$ cat src/core/fault_status_map.vh
// Bit positions, reset values and timing of the fault status register
`ifndef FAULT_STATUS_MAP_VH
`define FAULT_STATUS_MAP_VH
`define FAULT_STATUS_CMD 8'h12
`define FS_WIDTH 16
`define FS_TX_READY 10
`define FS_TX_ENABLED 9
`define FS_EN_PIN 8
`define FS_TWICE 7
`define FS_ONCE 6
`define FS_FAULTED 5
`define FS_UNDERVOLT 4
`define FS_LOAD_ERR 3
`define FS_OVER_PWR 2
`define FS_UNDER_PWR 1
`define FS_OVER_CUR 0
`define FS_RESERVED_ZERO 5'h00
`define FS_RSVD_HI 15
`define FS_RSVD_LO 11
`define MS_PER_S 1000
`define FS_ONCE_RST 1'b1
`define FS_FAULTED_RST 1'b1
`define FS_UNDERVOLT_RST 1'b1
`define REFAULT_WINDOW_MS 25
`define CLK_HZ 25000000
`define BIAS_WIDTH 7
`endif

$ cat src/core/laser_fault_status_register.v
// Fault and transmitter status register with repeated-fault inhibit
// Overview of operation
// - Ready bit 10 sets when currents settle while enabled; any fault clears it.
// - Enabled bit 9 means pin and soft enable active with no fault.
// - Bit 8 follows the raw enable pin level, ignoring polarity.
// - Faulted once and twice bits only work while inhibit setting is on.
// - Faulted once bit 6 sets when transmitter is disabled after a fault.
// - Re-enabling with no fault for 25ms clears the faulted once bit.
// - Fault within 25ms of re-enable sets bit 7, locks laser off until reset or until inhibit is switched off.
// - Any fault sets faulted bit 5; it stops laser only with auto shutdown.
// - Undervoltage bit 4 always enabled, set at power-up and on event, read clears.
// - Bit 3 flags an unfinished EEPROM load; always enabled, read clears.
// - Bit 2 flags overpower in auto power control when enabled; read clears.
// - Bit 1 flags underpower in auto power control when enabled; read clears.
// - Bit 0 flags bias above bias threshold when enabled; read clears.
// - Auto shutdown on disables laser on fault; off keeps laser driven.
`timescale 1ns/100ps
`default_nettype none
`include "fault_status_map.vh"
module laser_fault_status_register #(
	parameter WINDOW_CYCLES = `REFAULT_WINDOW_MS * (`CLK_HZ / `MS_PER_S),
	parameter TW = 20
) (
	input wire clk, // 25 MHz clock
	input wire rst, // Async reset, active high
	input wire en_pin, // Raw enable pin, asynchronous
	input wire soft_en, // Software enable bit
	input wire en_polarity, // 1: pin active high
	input wire auto_shutdn_en, // Automatic shutdown enable
	input wire rep_flt_inhibit, // Repeated-fault inhibit enable
	input wire auto_power_control, // Auto power control mode
	input wire over_pwr_en, // Overpower detection enable
	input wire under_pwr_en, // Underpower detection enable
	input wire over_current_en, // Overcurrent detection enable
	input wire currents_settled, // Bias and modulation settled
	input wire undervolt_event, // Supply undervoltage seen
	input wire load_fail_event, // EEPROM load started, not finished
	input wire md_over, // Monitor current above set point
	input wire md_under, // Monitor current below set point
	input wire [`BIAS_WIDTH-1:0] bias_level, // Measured bias current
	input wire [`BIAS_WIDTH-1:0] bias_threshold, // Bias limit
	input wire rd_en, // Read strobe from serial interface
	input wire [7:0] rd_cmd, // Command code of the read
	output reg [`FS_WIDTH-1:0] rd_data, // Read data, held
	output reg rd_valid, // Read data valid pulse
	output reg laser_on // Drive the laser
);
	// Last count of the refault window, cut to the counter width on purpose
	localparam integer WIN_LAST_FULL = WINDOW_CYCLES - 1;
	localparam [TW-1:0] WIN_LAST = WIN_LAST_FULL[TW-1:0];
	reg en_meta, en_sync;
	reg en_req_d;
	reg tx_ready, faulted, once, twice;
	reg undervolt, load_err, over_pwr, under_pwr, over_cur;
	reg win_run;
	reg [TW-1:0] win_cnt;
	wire pin_active = (en_sync == en_polarity);
	wire en_req = pin_active & soft_en;
	wire set_op = over_pwr_en & auto_power_control & md_over;
	wire set_up = under_pwr_en & auto_power_control & md_under;
	wire set_oc = over_current_en & (bias_level > bias_threshold);
	wire fault_event = undervolt_event | load_fail_event | set_op | set_up | set_oc;
	wire tx_enabled = en_req & ~faulted & ~twice;
	wire rd_hit = rd_en & (rd_cmd == `FAULT_STATUS_CMD);
	wire [`FS_WIDTH-1:0] status;
	// Status word assembly
	assign status[`FS_RSVD_HI:`FS_RSVD_LO] = `FS_RESERVED_ZERO;
	assign status[`FS_TX_READY] = tx_ready;
	assign status[`FS_TX_ENABLED] = tx_enabled;
	assign status[`FS_EN_PIN] = en_sync;
	assign status[`FS_TWICE] = twice & rep_flt_inhibit;
	assign status[`FS_ONCE] = once & rep_flt_inhibit;
	assign status[`FS_FAULTED] = faulted;
	assign status[`FS_UNDERVOLT] = undervolt;
	assign status[`FS_LOAD_ERR] = load_err;
	assign status[`FS_OVER_PWR] = over_pwr;
	assign status[`FS_UNDER_PWR] = under_pwr;
	assign status[`FS_OVER_CUR] = over_cur;

	// Enable pin synchroniser
	always @(posedge clk or posedge rst) begin
		if (rst) begin
			en_meta <= 1'b0;
			en_sync <= 1'b0;
		end else begin
			en_meta <= en_pin;
			en_sync <= en_meta;
		end
	end

	// Clear-on-read indicators, set wins over clear
	always @(posedge clk or posedge rst) begin
		if (rst) begin
			undervolt <= `FS_UNDERVOLT_RST;
			load_err <= 1'b0;
			over_pwr <= 1'b0;
			under_pwr <= 1'b0;
			over_cur <= 1'b0;
		end else begin
			undervolt <= undervolt_event | (undervolt & ~rd_hit);
			load_err <= load_fail_event | (load_err & ~rd_hit);
			over_pwr <= set_op | (over_pwr & ~rd_hit);
			under_pwr <= set_up | (under_pwr & ~rd_hit);
			over_cur <= set_oc | (over_cur & ~rd_hit);
		end
	end

	// Faulted state and ready flag
	always @(posedge clk or posedge rst) begin
		if (rst) begin
			faulted <= `FS_FAULTED_RST;
			tx_ready <= 1'b0;
			en_req_d <= 1'b0;
		end else begin
			en_req_d <= en_req;
			if (fault_event)
				faulted <= 1'b1;
			else if (en_req_d & ~en_req)
				faulted <= 1'b0;
			tx_ready <= tx_enabled & currents_settled & ~fault_event;
		end
	end

	// Repeated-fault inhibit sequence
	always @(posedge clk or posedge rst) begin
		if (rst) begin
			once <= `FS_ONCE_RST;
			twice <= 1'b0;
			win_run <= 1'b0;
			win_cnt <= {TW{1'b0}};
		end else if (~rep_flt_inhibit) begin
			win_run <= 1'b0;
			win_cnt <= {TW{1'b0}};
		end else begin
			if (win_run & fault_event) begin
				twice <= 1'b1;
				win_run <= 1'b0;
			end else if (win_run & (win_cnt == WIN_LAST)) begin
				once <= 1'b0;
				win_run <= 1'b0;
			end else if (win_run) begin
				win_cnt <= win_cnt + 1'b1;
			end else if (once & ~twice & en_req & ~en_req_d) begin
				win_run <= 1'b1;
				win_cnt <= {TW{1'b0}};
			end
			// Set after the window clear so a disable in the same cycle wins
			if (faulted & en_req_d & ~en_req)
				once <= 1'b1;
		end
	end

	// Laser drive and register read port
	always @(posedge clk or posedge rst) begin
		if (rst) begin
			laser_on <= 1'b0;
			rd_data <= {`FS_WIDTH{1'b0}};
			rd_valid <= 1'b0;
		end else begin
			laser_on <= en_req & ~(twice & rep_flt_inhibit) & ~(faulted & auto_shutdn_en);
			rd_valid <= rd_en;
			if (rd_en)
				rd_data <= rd_hit ? status : {`FS_WIDTH{1'b0}};
		end
	end
endmodule // laser_fault_status_register
`default_nettype wire

$ cat config.mk
export PLATFORM = sky130hd
export DESIGN_NAME = laser_fault_status_register
export DESIGN_NICKNAME = d
export VERILOG_FILES = /design/src/core/laser_fault_status_register.v
export VERILOG_INCLUDE_DIRS = /design/src /design/src/core
export SDC_FILE = /design/constraint.sdc
export NUM_CORES = 1
export LEC_CHECK = 0
export BUFFER_PORTS_ARGS = -buffer_cell sky130_fd_sc_hd__buf_2
export CORE_MARGIN = 2
export CORE_UTILIZATION = 50
export DETAILED_ROUTE_END_ITERATION = 12
export GPL_TIMING_DRIVEN = 1
export PLACE_DENSITY = 0.73
export SLEW_MARGIN = 10
export SYNTH_ARGS = -nofsm -noshare
export SYNTH_HDL_FRONTEND = slang
export SYNTH_SLANG_ARGS = --single-unit
$ cat constraint.sdc
create_clock -name clk -period 2.37 [get_ports clk]
set_clock_uncertainty 0.05 [all_clocks]
set_input_delay 0.237 -clock clk [delete_from_list [all_inputs] [get_ports clk]]
set_output_delay 0.237 -clock clk [all_outputs]
set_load 0.01 [all_outputs]
# Word level (Yosys, flattened, before mapping)
# Cells that the tools add are included.
dict set report totals {
  reg_bits 51
  word_cells 93
}
dict set report classes {
  add_sub_neg 1
  n_lt_le_gt_ge 1
  eq_ne 7
  n_mux 16
  bitwise 46
  reduce_logical 5
}
# operator n
set op_table {}
lappend op_table {{2-to-1 mux 20 bit} 5}
lappend op_table {{AND 1 bit} 29}
lappend op_table {{adder 20 x 1 -> 20 bit (second input constant)} 1}
lappend op_table {{== test 20 bit (second input constant)} 1}
lappend op_table {{2-to-1 mux 11 bit} 1}
lappend op_table {{2-to-1 mux 1 bit} 10}
lappend op_table {{bitwise OR 1 bit} 9}
lappend op_table {{== test 8 x 5 -> 1 bit (second input constant)} 1}
lappend op_table {{NOT 1 bit} 8}
lappend op_table {{> comparator 7 bit} 1}
lappend op_table {{AND reduction 3 bit} 2}
lappend op_table {{inequality test 2 bit (second input constant)} 2}
lappend op_table {{nonzero test 2 bit} 2}
lappend op_table {{inequality test 3 x 1 -> 1 bit (second input constant)} 1}
lappend op_table {{inequality test 2 x 1 -> 1 bit (second input constant)} 1}
lappend op_table {{AND reduction 2 bit} 1}
lappend op_table {{== test 1 bit} 1}

# Logic depth before layout (Yosys ltp)
# Gate-level depths: netlist of the first run.
dict set report depth {
  word_depth 9
  ltp_mapped 8
  ltp_nobuf 7
}

# Worst setup path after synthesis of the first run
# Ideal clock, no wire load.
dict set report synth_timing {
  path_kind {reg-to-reg}
  startpoint {register win_cnt[0]}
  endpoint {register win_cnt[10]}
  setup_ns 0.087
  t_arrival_ns 1.881
  t_required_ns 2.233
  slack_ns 0.352
  path_stages_with_launch 8
  n_path_buf 1
  synth_period_minus_slack_ns 2.018
  path_cell_list {dfrtp_1 ha_1 nand2_2 or4_4 or2_0 a41o_1 buf_6 o221ai_2}
}
dict set report synth_via {
  elab_chain_len 5
  elab_cells_between_ends 9
  cone_classes {add/sub (1); eq/ne (2); mux (4); bitwise (1); reduce/logical (1)}
}
# element line
set synth_rtl {}
lappend synth_rtl {{start, declared} laser_fault_status_register.v:56} ;# reg [TW-1:0] win_cnt;
lappend synth_rtl {{start signal, assigned} laser_fault_status_register.v:130} ;# win_cnt <= {TW{1'b0}};
lappend synth_rtl {{start signal, assigned} laser_fault_status_register.v:133} ;# win_cnt <= {TW{1'b0}};
lappend synth_rtl {{start signal, assigned} laser_fault_status_register.v:142} ;# win_cnt <= win_cnt + 1'b1;
lappend synth_rtl {{adder 20 x 1 -> 20 bit} laser_fault_status_register.v:142}
lappend synth_rtl {{2-to-1 mux 20 bit} laser_fault_status_register.v:141} ;# end else if (win_run) begin
lappend synth_rtl {{2-to-1 mux 20 bit} laser_fault_status_register.v:138} ;# end else if (win_run & (win_cnt == WIN_LAST)) begin
lappend synth_rtl {{2-to-1 mux 20 bit} laser_fault_status_register.v:135} ;# if (win_run & fault_event) begin
lappend synth_rtl {{2-to-1 mux 20 bit} laser_fault_status_register.v:131} ;# end else if (~rep_flt_inhibit) begin
# Several ways; a longest one is shown, not always the timed one. The select of a mux whose other input is x is not followed.
# A chain may end at the register's enable or synchronous reset.

# Worst setup path after layout of the first run
dict set report layout_timing {
  startpoint {register win_cnt[0]}
  endpoint {register win_cnt[5]}
}
# Same word-level chain as after synthesis.

==> metrics, run 1 <==
Leakage Power=1.34 nW; vias=2158; worst path buffer plus inverter count=1; die area=5540 sq um; Tot GR Track Use=0.207; startpoint types=register; fin crit share=0.930; slew margin rel.=0.599; post-route DRC violation count=0; crit end category=register; Worst-Margin Slew=596 ps; worst-skew pair later-pin latency=300 ps; Synth Area in XOR/XNOR=0.00353; cells after synthesis=250; antenna violations before repair=0; top cell type's share of synthesized area=0.434; final WL=5600 um; Cell Pwr Density=505 nW/um^2; nets=356; Final Max Slew Viols=0; Top FF cell, synth=dfrtp_1; CTS tree=yes; Setup crit end=win_cnt[5]; status=finished clean; sequential-to-total area share from yosys stat=0.466; CTS Buffer Depth=2; Area contributors post-synth=dfrtp_1 43%, a31oi_1 5.0%, ha_1 4.0%; PnR worst setup slack=166 ps; Tot Pwr=1.48 mW; P&R area growth vs syn=18.3%; drt first pass iters=5; Worst path slowest cell=or4_4; Antenna Cells=0; Inserted Clock Buffers=5; RSZ-0062 raised after global routing=false; largest net degree at the start of global routing=23; FFs w/ async S/R, synth=1.00; first-pass GRT wire length=8770 um; Post-DRT Antenna Nets=0; final hold vios=0; commonest cells after routing, fill and taps aside=51 x buf_2, 43 x dfrtp_1, 20 x nand2_1, 20 x a31oi_1, 18 x inv_1; worst min-delay path class=in -> reg; EDFF count, synth=0; Final min period=2200 ps; placed insts=367; grt total ovfl=0; Setup TNS=0 ps; most common cell after layout, fill and taps aside=buf_2; Largest stage delay, worst path=500 ps; clock-pin slew on the worst setup and hold paths=90 ps; syn_area_per_cell=9.91 sq um; htree depth=2; r2r setup slk=170 ps; IO Port Bufs=51; count of cell types in the netlist=53; DP Wirelength=4140 um; post-synthesis simple-gate area fraction=0.195; Fmax achieved=454 MHz; # Max-Cap Violations=0; dominant cell type by area after synthesis=dfrtp_1; average vias per placed instance=5.72; Yosys reg bits=46; worst r2r src=win_cnt[0]; RePlAce Congestion=0.888; CP Class=reg -> reg; Critical Path AT=2380 ps; core area=4750 sq um; share of cells above drive strength 1=0.277; Sink Count=46; Finished Layout Cells=377; die height=74.4 um; Cell Area, Synth=2480 sq um; post-synthesis compound-gate area fraction=0.220; worst hold slack=23.7 ps; vias in the first global route=1864; FP Rows=25; Worst Path Required=2540 ps; hold path startpoint=rd_en; Reg-to-Reg End=win_cnt[5]; peak supply drop=0.293 mV; worst r2r path cells=7; largest family of logic cells by synthesized area=compound AO/OA/AOI/OAI gates; Setup-failing EPs final=0; worst setup path startpoint=win_cnt[0]; Initial Util=0.521; critical path depth=7; Post-Synth Adder-Cell Area=0.0404; worst-path cell chain=ha_1 > nand2_2 > or4_4 > or2_0 > a41o_1 > buf_4 > a31oi_1; CP delay by family, top=simple AND/OR/NAND/NOR gates; Wirelength per Cell=14.9 um; hold path cells=1; dpl ws=141 ps; IO Count=57; Starting DRT DRC Count=150; Synth warnings=0; clk root buf=clkbuf_8; mux cell area share after synthesis=0.00404; crit path max fanout=11; Die X=74.4 um
per-layer routing:
layer,vias up,share of wire,GRT usage
met2,66,0.47,0.316
met4,0,0.012,0.0615
met5,-,0,0
met1,1030,0.47,0.296
met3,5,0.055,0.0474
li1,1057,-,-
worst min-delay path by stage:
| stage | to | slack (ps) |
|---|---|---|
| floorplan | en_meta | 220 |
| global placement | en_req_d | 210 |
| detailed placement | en_req_d | 210 |
| CTS | rd_valid | 20 |
| global route | rd_valid | 20 |
| finish | rd_valid | 20 |
metrics by stage:
step	cell area, sq um	util
global route	2930	0.617
global placement	2820	0.593
detailed placement	2820	0.593
finish	2930	0.617
CTS	2930	0.617
floorplan	2490	-
power by group:
part | leakage (nW) | switching, mW | internal, mW | total, mW
clock network | 0.0441 | 0.275 | 0.207 | 0.482
logic | 0.694 | 0.0999 | 0.0754 | 0.175
registers | 0.600 | 0.0184 | 0.804 | 0.823
Yosys cell counts, types with 2 or more instances:
master     n
dfrtp_1   43
a31oi_1   20
nand2_1   20
inv_1     19
nand3_1   12
nor2_1    11
a22o_1    10
nand4_1    9
a21oi_1    8
ha_1       8
o21ai_0    7
buf_4      6
clkbuf_1   6
a21o_1     4
a32o_1     4
and2_1     4
and3_1     4
nor3_1     4
o221ai_2   4
dfstp_2    3
nand2b_1   3
nand4b_1   3
a41oi_1    2
buf_2      2
buf_6      2
nand3b_1   2
nor4_1     2
nor4b_1    2
o21ai_1    2
area by class of cell:
type | instances | area (sq um)
multi-input combinational | 173 | 1170
inverter | 19 | 71.3
clock buffer | 5 | 68.8
tap | 67 | 83.8
timing repair buffer | 64 | 358
fill | 427 | 1820
clock inverter | 3 | 21.3
sequential | 46 | 1150
kinds of logic (layout without fill, tap and decap cells):
group                    count (synthesis)  in the layout
AND/OR/NAND/NOR                         87             87
other                                    1              5
multiplexers                             1              1
adder cells (fa/ha/maj)                  8              8
AO/OA/AOI/OAI                           71             71
flip-flops                              46             46
buffers and inverters                   35             91
XOR/XNOR                                 1              1
flip-flops by register name, summed over array words and instances, names as in the netlist:
register	flops
over_pwr	1
under_pwr	1
en_meta	1
en_sync	1
faulted	1
laser_on	1
tx_ready	1
over_cur	1
win_run	1
en_req_d	1
load_err	1
once	1
twice	1
rd_data	11
rd_valid	1
win_cnt	20
undervolt	1
repair_timing:
item,in CTS,in global routing
setup buffers,0,0
hold endpoints to repair,19,0
gates resized for setup,0,1
hold buffers,2,0
endpoints found under the setup margin,0,4
No activity file was read; power rests on OpenSTA's default activity.
==> run 2, diff against run 1 <==
- REMOVE_ABC_BUFFERS: unset -> 1
==> run 2 against run 1 <==
Against the previous run: sequential cell count unchanged; first-iteration DRC count increased by 26%; power increased by 6.1%; critical path depth unchanged; clock-buffer cell count increased by 1; critical path type unchanged; largest cell class unchanged; largest power group unchanged.
==> metrics, run 2 (same netlist as run 1, synthesis figures left out) <==
commonest cells after routing, fill and taps aside=51 x buf_2, 43 x dfrtp_1, 20 x nand2_1, 20 x a31oi_1, 18 x inv_1; worst min-delay path class=in -> reg; die height=74.4 um; worst r2r src=win_cnt[0]; clock-pin slew on the worst setup and hold paths=80 ps; CP Class=reg -> reg; most common cell after layout, fill and taps aside=buf_2; Critical Path AT=2400 ps; Sink Count=46; first-pass GRT wire length=9430 um; RSZ-0062 raised after global routing=false; IO Count=57; postcts setup bufs=0; # Max-Cap Violations=0; crit path max fanout=20; Wirelength per Cell=15.5 um; Fmax achieved=447 MHz; Tot GR Track Use=0.222; worst r2r path cells=7; DP Wirelength=4260 um; IO Port Bufs=51; largest net degree at the start of global routing=22; Setup-failing EPs final=0; average vias per placed instance=5.78; Final min period=2240 ps; Initial Util=0.521; Cell Pwr Density=528 nW/um^2; RePlAce Congestion=0.915; peak supply drop=0.377 mV; share of cells above drive strength 1=0.277; worst setup path startpoint=win_cnt[0]; worst-skew pair later-pin latency=290 ps; grt total ovfl=0; antenna violations before repair=0; startpoint types=register; drt first pass iters=4; Finished Layout Cells=378; Largest Register=win_cnt; placed insts=368; post-route DRC violation count=0; biggest regs=win_cnt: 20 flops, rd_data: 11 flops; Starting DRT DRC Count=189; Worst Path Required=2530 ps; clk root buf=clkbuf_8; Final Max Slew Viols=0; core area=4750 sq um; hold path cells=1; vias in the first global route=1988; crit end category=register; hold path startpoint=rd_en; fill count=428; Antenna Cells=0; Largest register FFs=20; PnR worst setup slack=132 ps; final hold vios=0; nets=357; Inserted Clock Buffers=5; worst hold slack=39.8 ps; Post-DRT Antenna Nets=0; FP Rows=25; fin crit share=0.944; die area=5540 sq um; Util after Layout=0.626; Die X=74.4 um; CTS tree=yes; htree depth=2; CTS Buffer Depth=2; status=finished clean; Tot Pwr=1.57 mW; dpl ws=127 ps; vias=2184; Leakage Power=1.36 nW; P&R area growth vs syn=20.0%; final WL=5850 um
run 2: metal layers:
layer	vias to the layer above	GRT usage	wire length [um]
met3	4	0.0407	329
li1	1053	-	-
met1	1042	0.303	2550
met5	-	0	0
met4	0	0.0714	74
met2	85	0.362	2890
run 2: repair_timing:
action,CTS,global route
endpoints found under the hold margin,20,0
setup endpoints to repair,0,1
gates resized for setup,0,1
hold buffers,2,0
run 2: worst max-delay path, stage by stage, from the launching register on:
cell and delay [ps]:
dfrtp_1 410, ha_2 240, nand2_2 70, or4_4 500, or2_0 210, a41o_1 240, buf_4 210, a31oi_1 210
run 2: layout make-up:
type,count,area [sq um],share of cell area
clock buffer,6,72.6,0.0244
tap,67,83.8,0.0282
clock inverter,2,37.5,0.0126
multi-input combinational,173,1180,0.395
timing repair buffer,65,378,0.127
sequential,46,1150,0.388
inverter,19,71.3,0.0240
run 2: path summary, 6_finish.rpt:
| path | slack [ps] | endpoint |
|---|---|---|
| max | 130 | win_cnt[13] |
| min | 40 | rd_valid |
| max reg2reg | 130 | win_cnt[13] |
| min reg2reg | 310 | en_sync |
| max in group asynchronous | 1190 | undervolt |
| min in group asynchronous | 440 | rd_data[6] |
run 2: stage by stage:
stage / area (sq um) / setup TNS (ps)
after CTS: 2970 / 0
after detailed placement: 2840 / 0
final: 2970 / 0
after floorplan: 2390 / -7540
after global routing: 2970 / 0
after global placement: 2840 / 0
run 2: where the power goes:
group | total (mW) | switching, mW | internal [mW]
registers | 0.826 | 0.0214 | 0.804
clock network | 0.574 | 0.259 | 0.315
logic | 0.171 | 0.0996 | 0.0714
total | 1.57 | 0.380 | 1.19
==> run 3, diff against run 2 <==
- MAX_ROUTING_LAYER: unset -> met4
==> run 3 against run 2 <==
Against the previous run: sequential cell count unchanged; largest power group unchanged; largest cell class unchanged; routed wire length is 0.72% higher; core utilization stayed put; sequential power is essentially flat.
==> metrics, run 3 (same netlist as run 1, synthesis figures left out) <==
status=finished clean; largest net degree at the start of global routing=22; Clk pwr share=0.365; Largest register FFs=20; worst hold slack=36.5 ps; Largest Register=win_cnt; vias=2195; Cell Pwr Density=528 nW/um^2; clock-pin slew on the worst setup and hold paths=90 ps; placed insts=368; htree depth=2; peak supply drop=0.378 mV; vias in the first global route=1990; core area=4750 sq um; antenna violations before repair=0; Largest stage delay, worst path=500 ps; share of cells above drive strength 1=0.277; clk root buf=clkbuf_8; Setup-failing EPs final=0; die height=74.4 um; Wirelength per Cell=15.6 um; first-pass GRT wire length=9430 um; Antenna Cells=0; IO Count=57; Die X=74.4 um; Fmax achieved=444 MHz; Util after Layout=0.626; Initial Util=0.521; Leakage Power=1.36 nW; biggest regs=win_cnt: 20 flops, rd_data: 11 flops; Setup TNS=0 ps; CP Class=reg -> reg; final WL=5890 um; # Max-Cap Violations=0; NetSw=0.380 mW; Final min period=2250 ps; worst r2r src=win_cnt[0]; grt total ovfl=0; Comb pwr share=0.109; postcts setup bufs=0; final hold vios=0; Final Max Slew Viols=0; Worst Path Required=2530 ps; Sink Count=46; DP Wirelength=4260 um; average vias per placed instance=5.81; startpoint types=register; most common cell after layout, fill and taps aside=buf_2; worst-skew pair later-pin latency=290 ps; drt first pass iters=5; hold path startpoint=rd_en; switching share of power=0.242; Starting DRT DRC Count=185; crit path max fanout=20; die area=5540 sq um; Tot GR Track Use=0.230; sequential share of power=0.526; IO Port Bufs=51; Critical Path AT=2410 ps; nets=357; worst min-delay path class=in -> reg; commonest cells after routing, fill and taps aside=51 x buf_2, 43 x dfrtp_1, 20 x nand2_1, 20 x a31oi_1, 18 x inv_1; P&R area growth vs syn=20.0%; fin crit share=0.949; worst setup path startpoint=win_cnt[0]; worst-path cell chain=ha_2 > nand2_2 > or4_4 > or2_0 > a41o_1 > buf_4 > a31oi_1; CTS Buffer Depth=2; Inserted Clock Buffers=5; FP Rows=25; RSZ-0062 raised after global routing=false; crit end category=register; CTS tree=yes; Finished Layout Cells=378; post-route DRC violation count=0; RePlAce Congestion=0.931; Worst path slowest cell=or4_4; Post-DRT Antenna Nets=0; Internal=1.19 mW
-- run 3: cell counts in the layout (fill, tap and decap cells not counted) --
No cell type changed its count.
-- run 3: cell type report --
| class | instances | area, sq um |
|---|---|---|
| Fill cell | 428 | 1780 |
| Inverter | 19 | 71.3 |
| Tap cell | 67 | 83.8 |
| Clock inverter | 2 | 37.5 |
| Timing Repair Buffer | 65 | 378 |
| Clock buffer | 6 | 72.6 |
| Multi-Input combinational cell | 173 | 1180 |
| Sequential cell | 46 | 1150 |
-- run 3: final timing paths --
check                             end  slack (ps)  cells past startpoint
min in group asynchronous  rd_data[6]         450                      3
min reg2reg                   en_sync         310                      0
max in group asynchronous   undervolt        1190                      4
max reg2reg                win_cnt[5]         120                      7
max                        win_cnt[5]         120                      7
min                          rd_valid          40                      1
-- run 3: routing by layer --
layer	routed length, um	vias to the layer above	global-route usage
met5	0	-	-
met4	72	0	0.0714
met3	322	4	0.0393
met2	2890	75	0.362
met1	2600	1061	0.304
li1	-	1055	-
-- run 3: repair_timing --
item	in CTS	in global routing
hold buffers	2	0
gates resized for setup	0	1
hold endpoints to repair	20	0
setup endpoints to repair	0	1
-- run 3: metrics by stage --
| step | instance area [sq um] | power [mW] | setup slack (ps) |
|---|---|---|---|
| final | 2970 | 1.57 | 120 |
| after CTS | 2970 | 1.58 | 107 |
| after floorplan | 2390 | 0.927 | -395 |
| after global placement | 2840 | 1.01 | 226 |
| after detailed placement | 2840 | 1.01 | 127 |
| after global routing | 2970 | 1.64 | 30.0 |
-- run 3: power by group through the flow --
stage	registers, mW	clock network (mW)	logic (mW)
floorplan	0.835	0	0.0926
global placement	0.839	0	0.167
detailed placement	0.839	0	0.171
CTS	0.825	0.587	0.173
global route	0.828	0.619	0.193
finish	0.826	0.574	0.171
-- run 3: critical path: cells and delay by family (launching register included) --
family | cells | cell delay (ps)
AO/OA/AOI/OAI | 2 | 460
adder cells (fa/ha/maj) | 1 | 240
buffers and inverters | 1 | 220
flip-flops | 1 | 420
AND/OR/NAND/NOR | 3 | 780
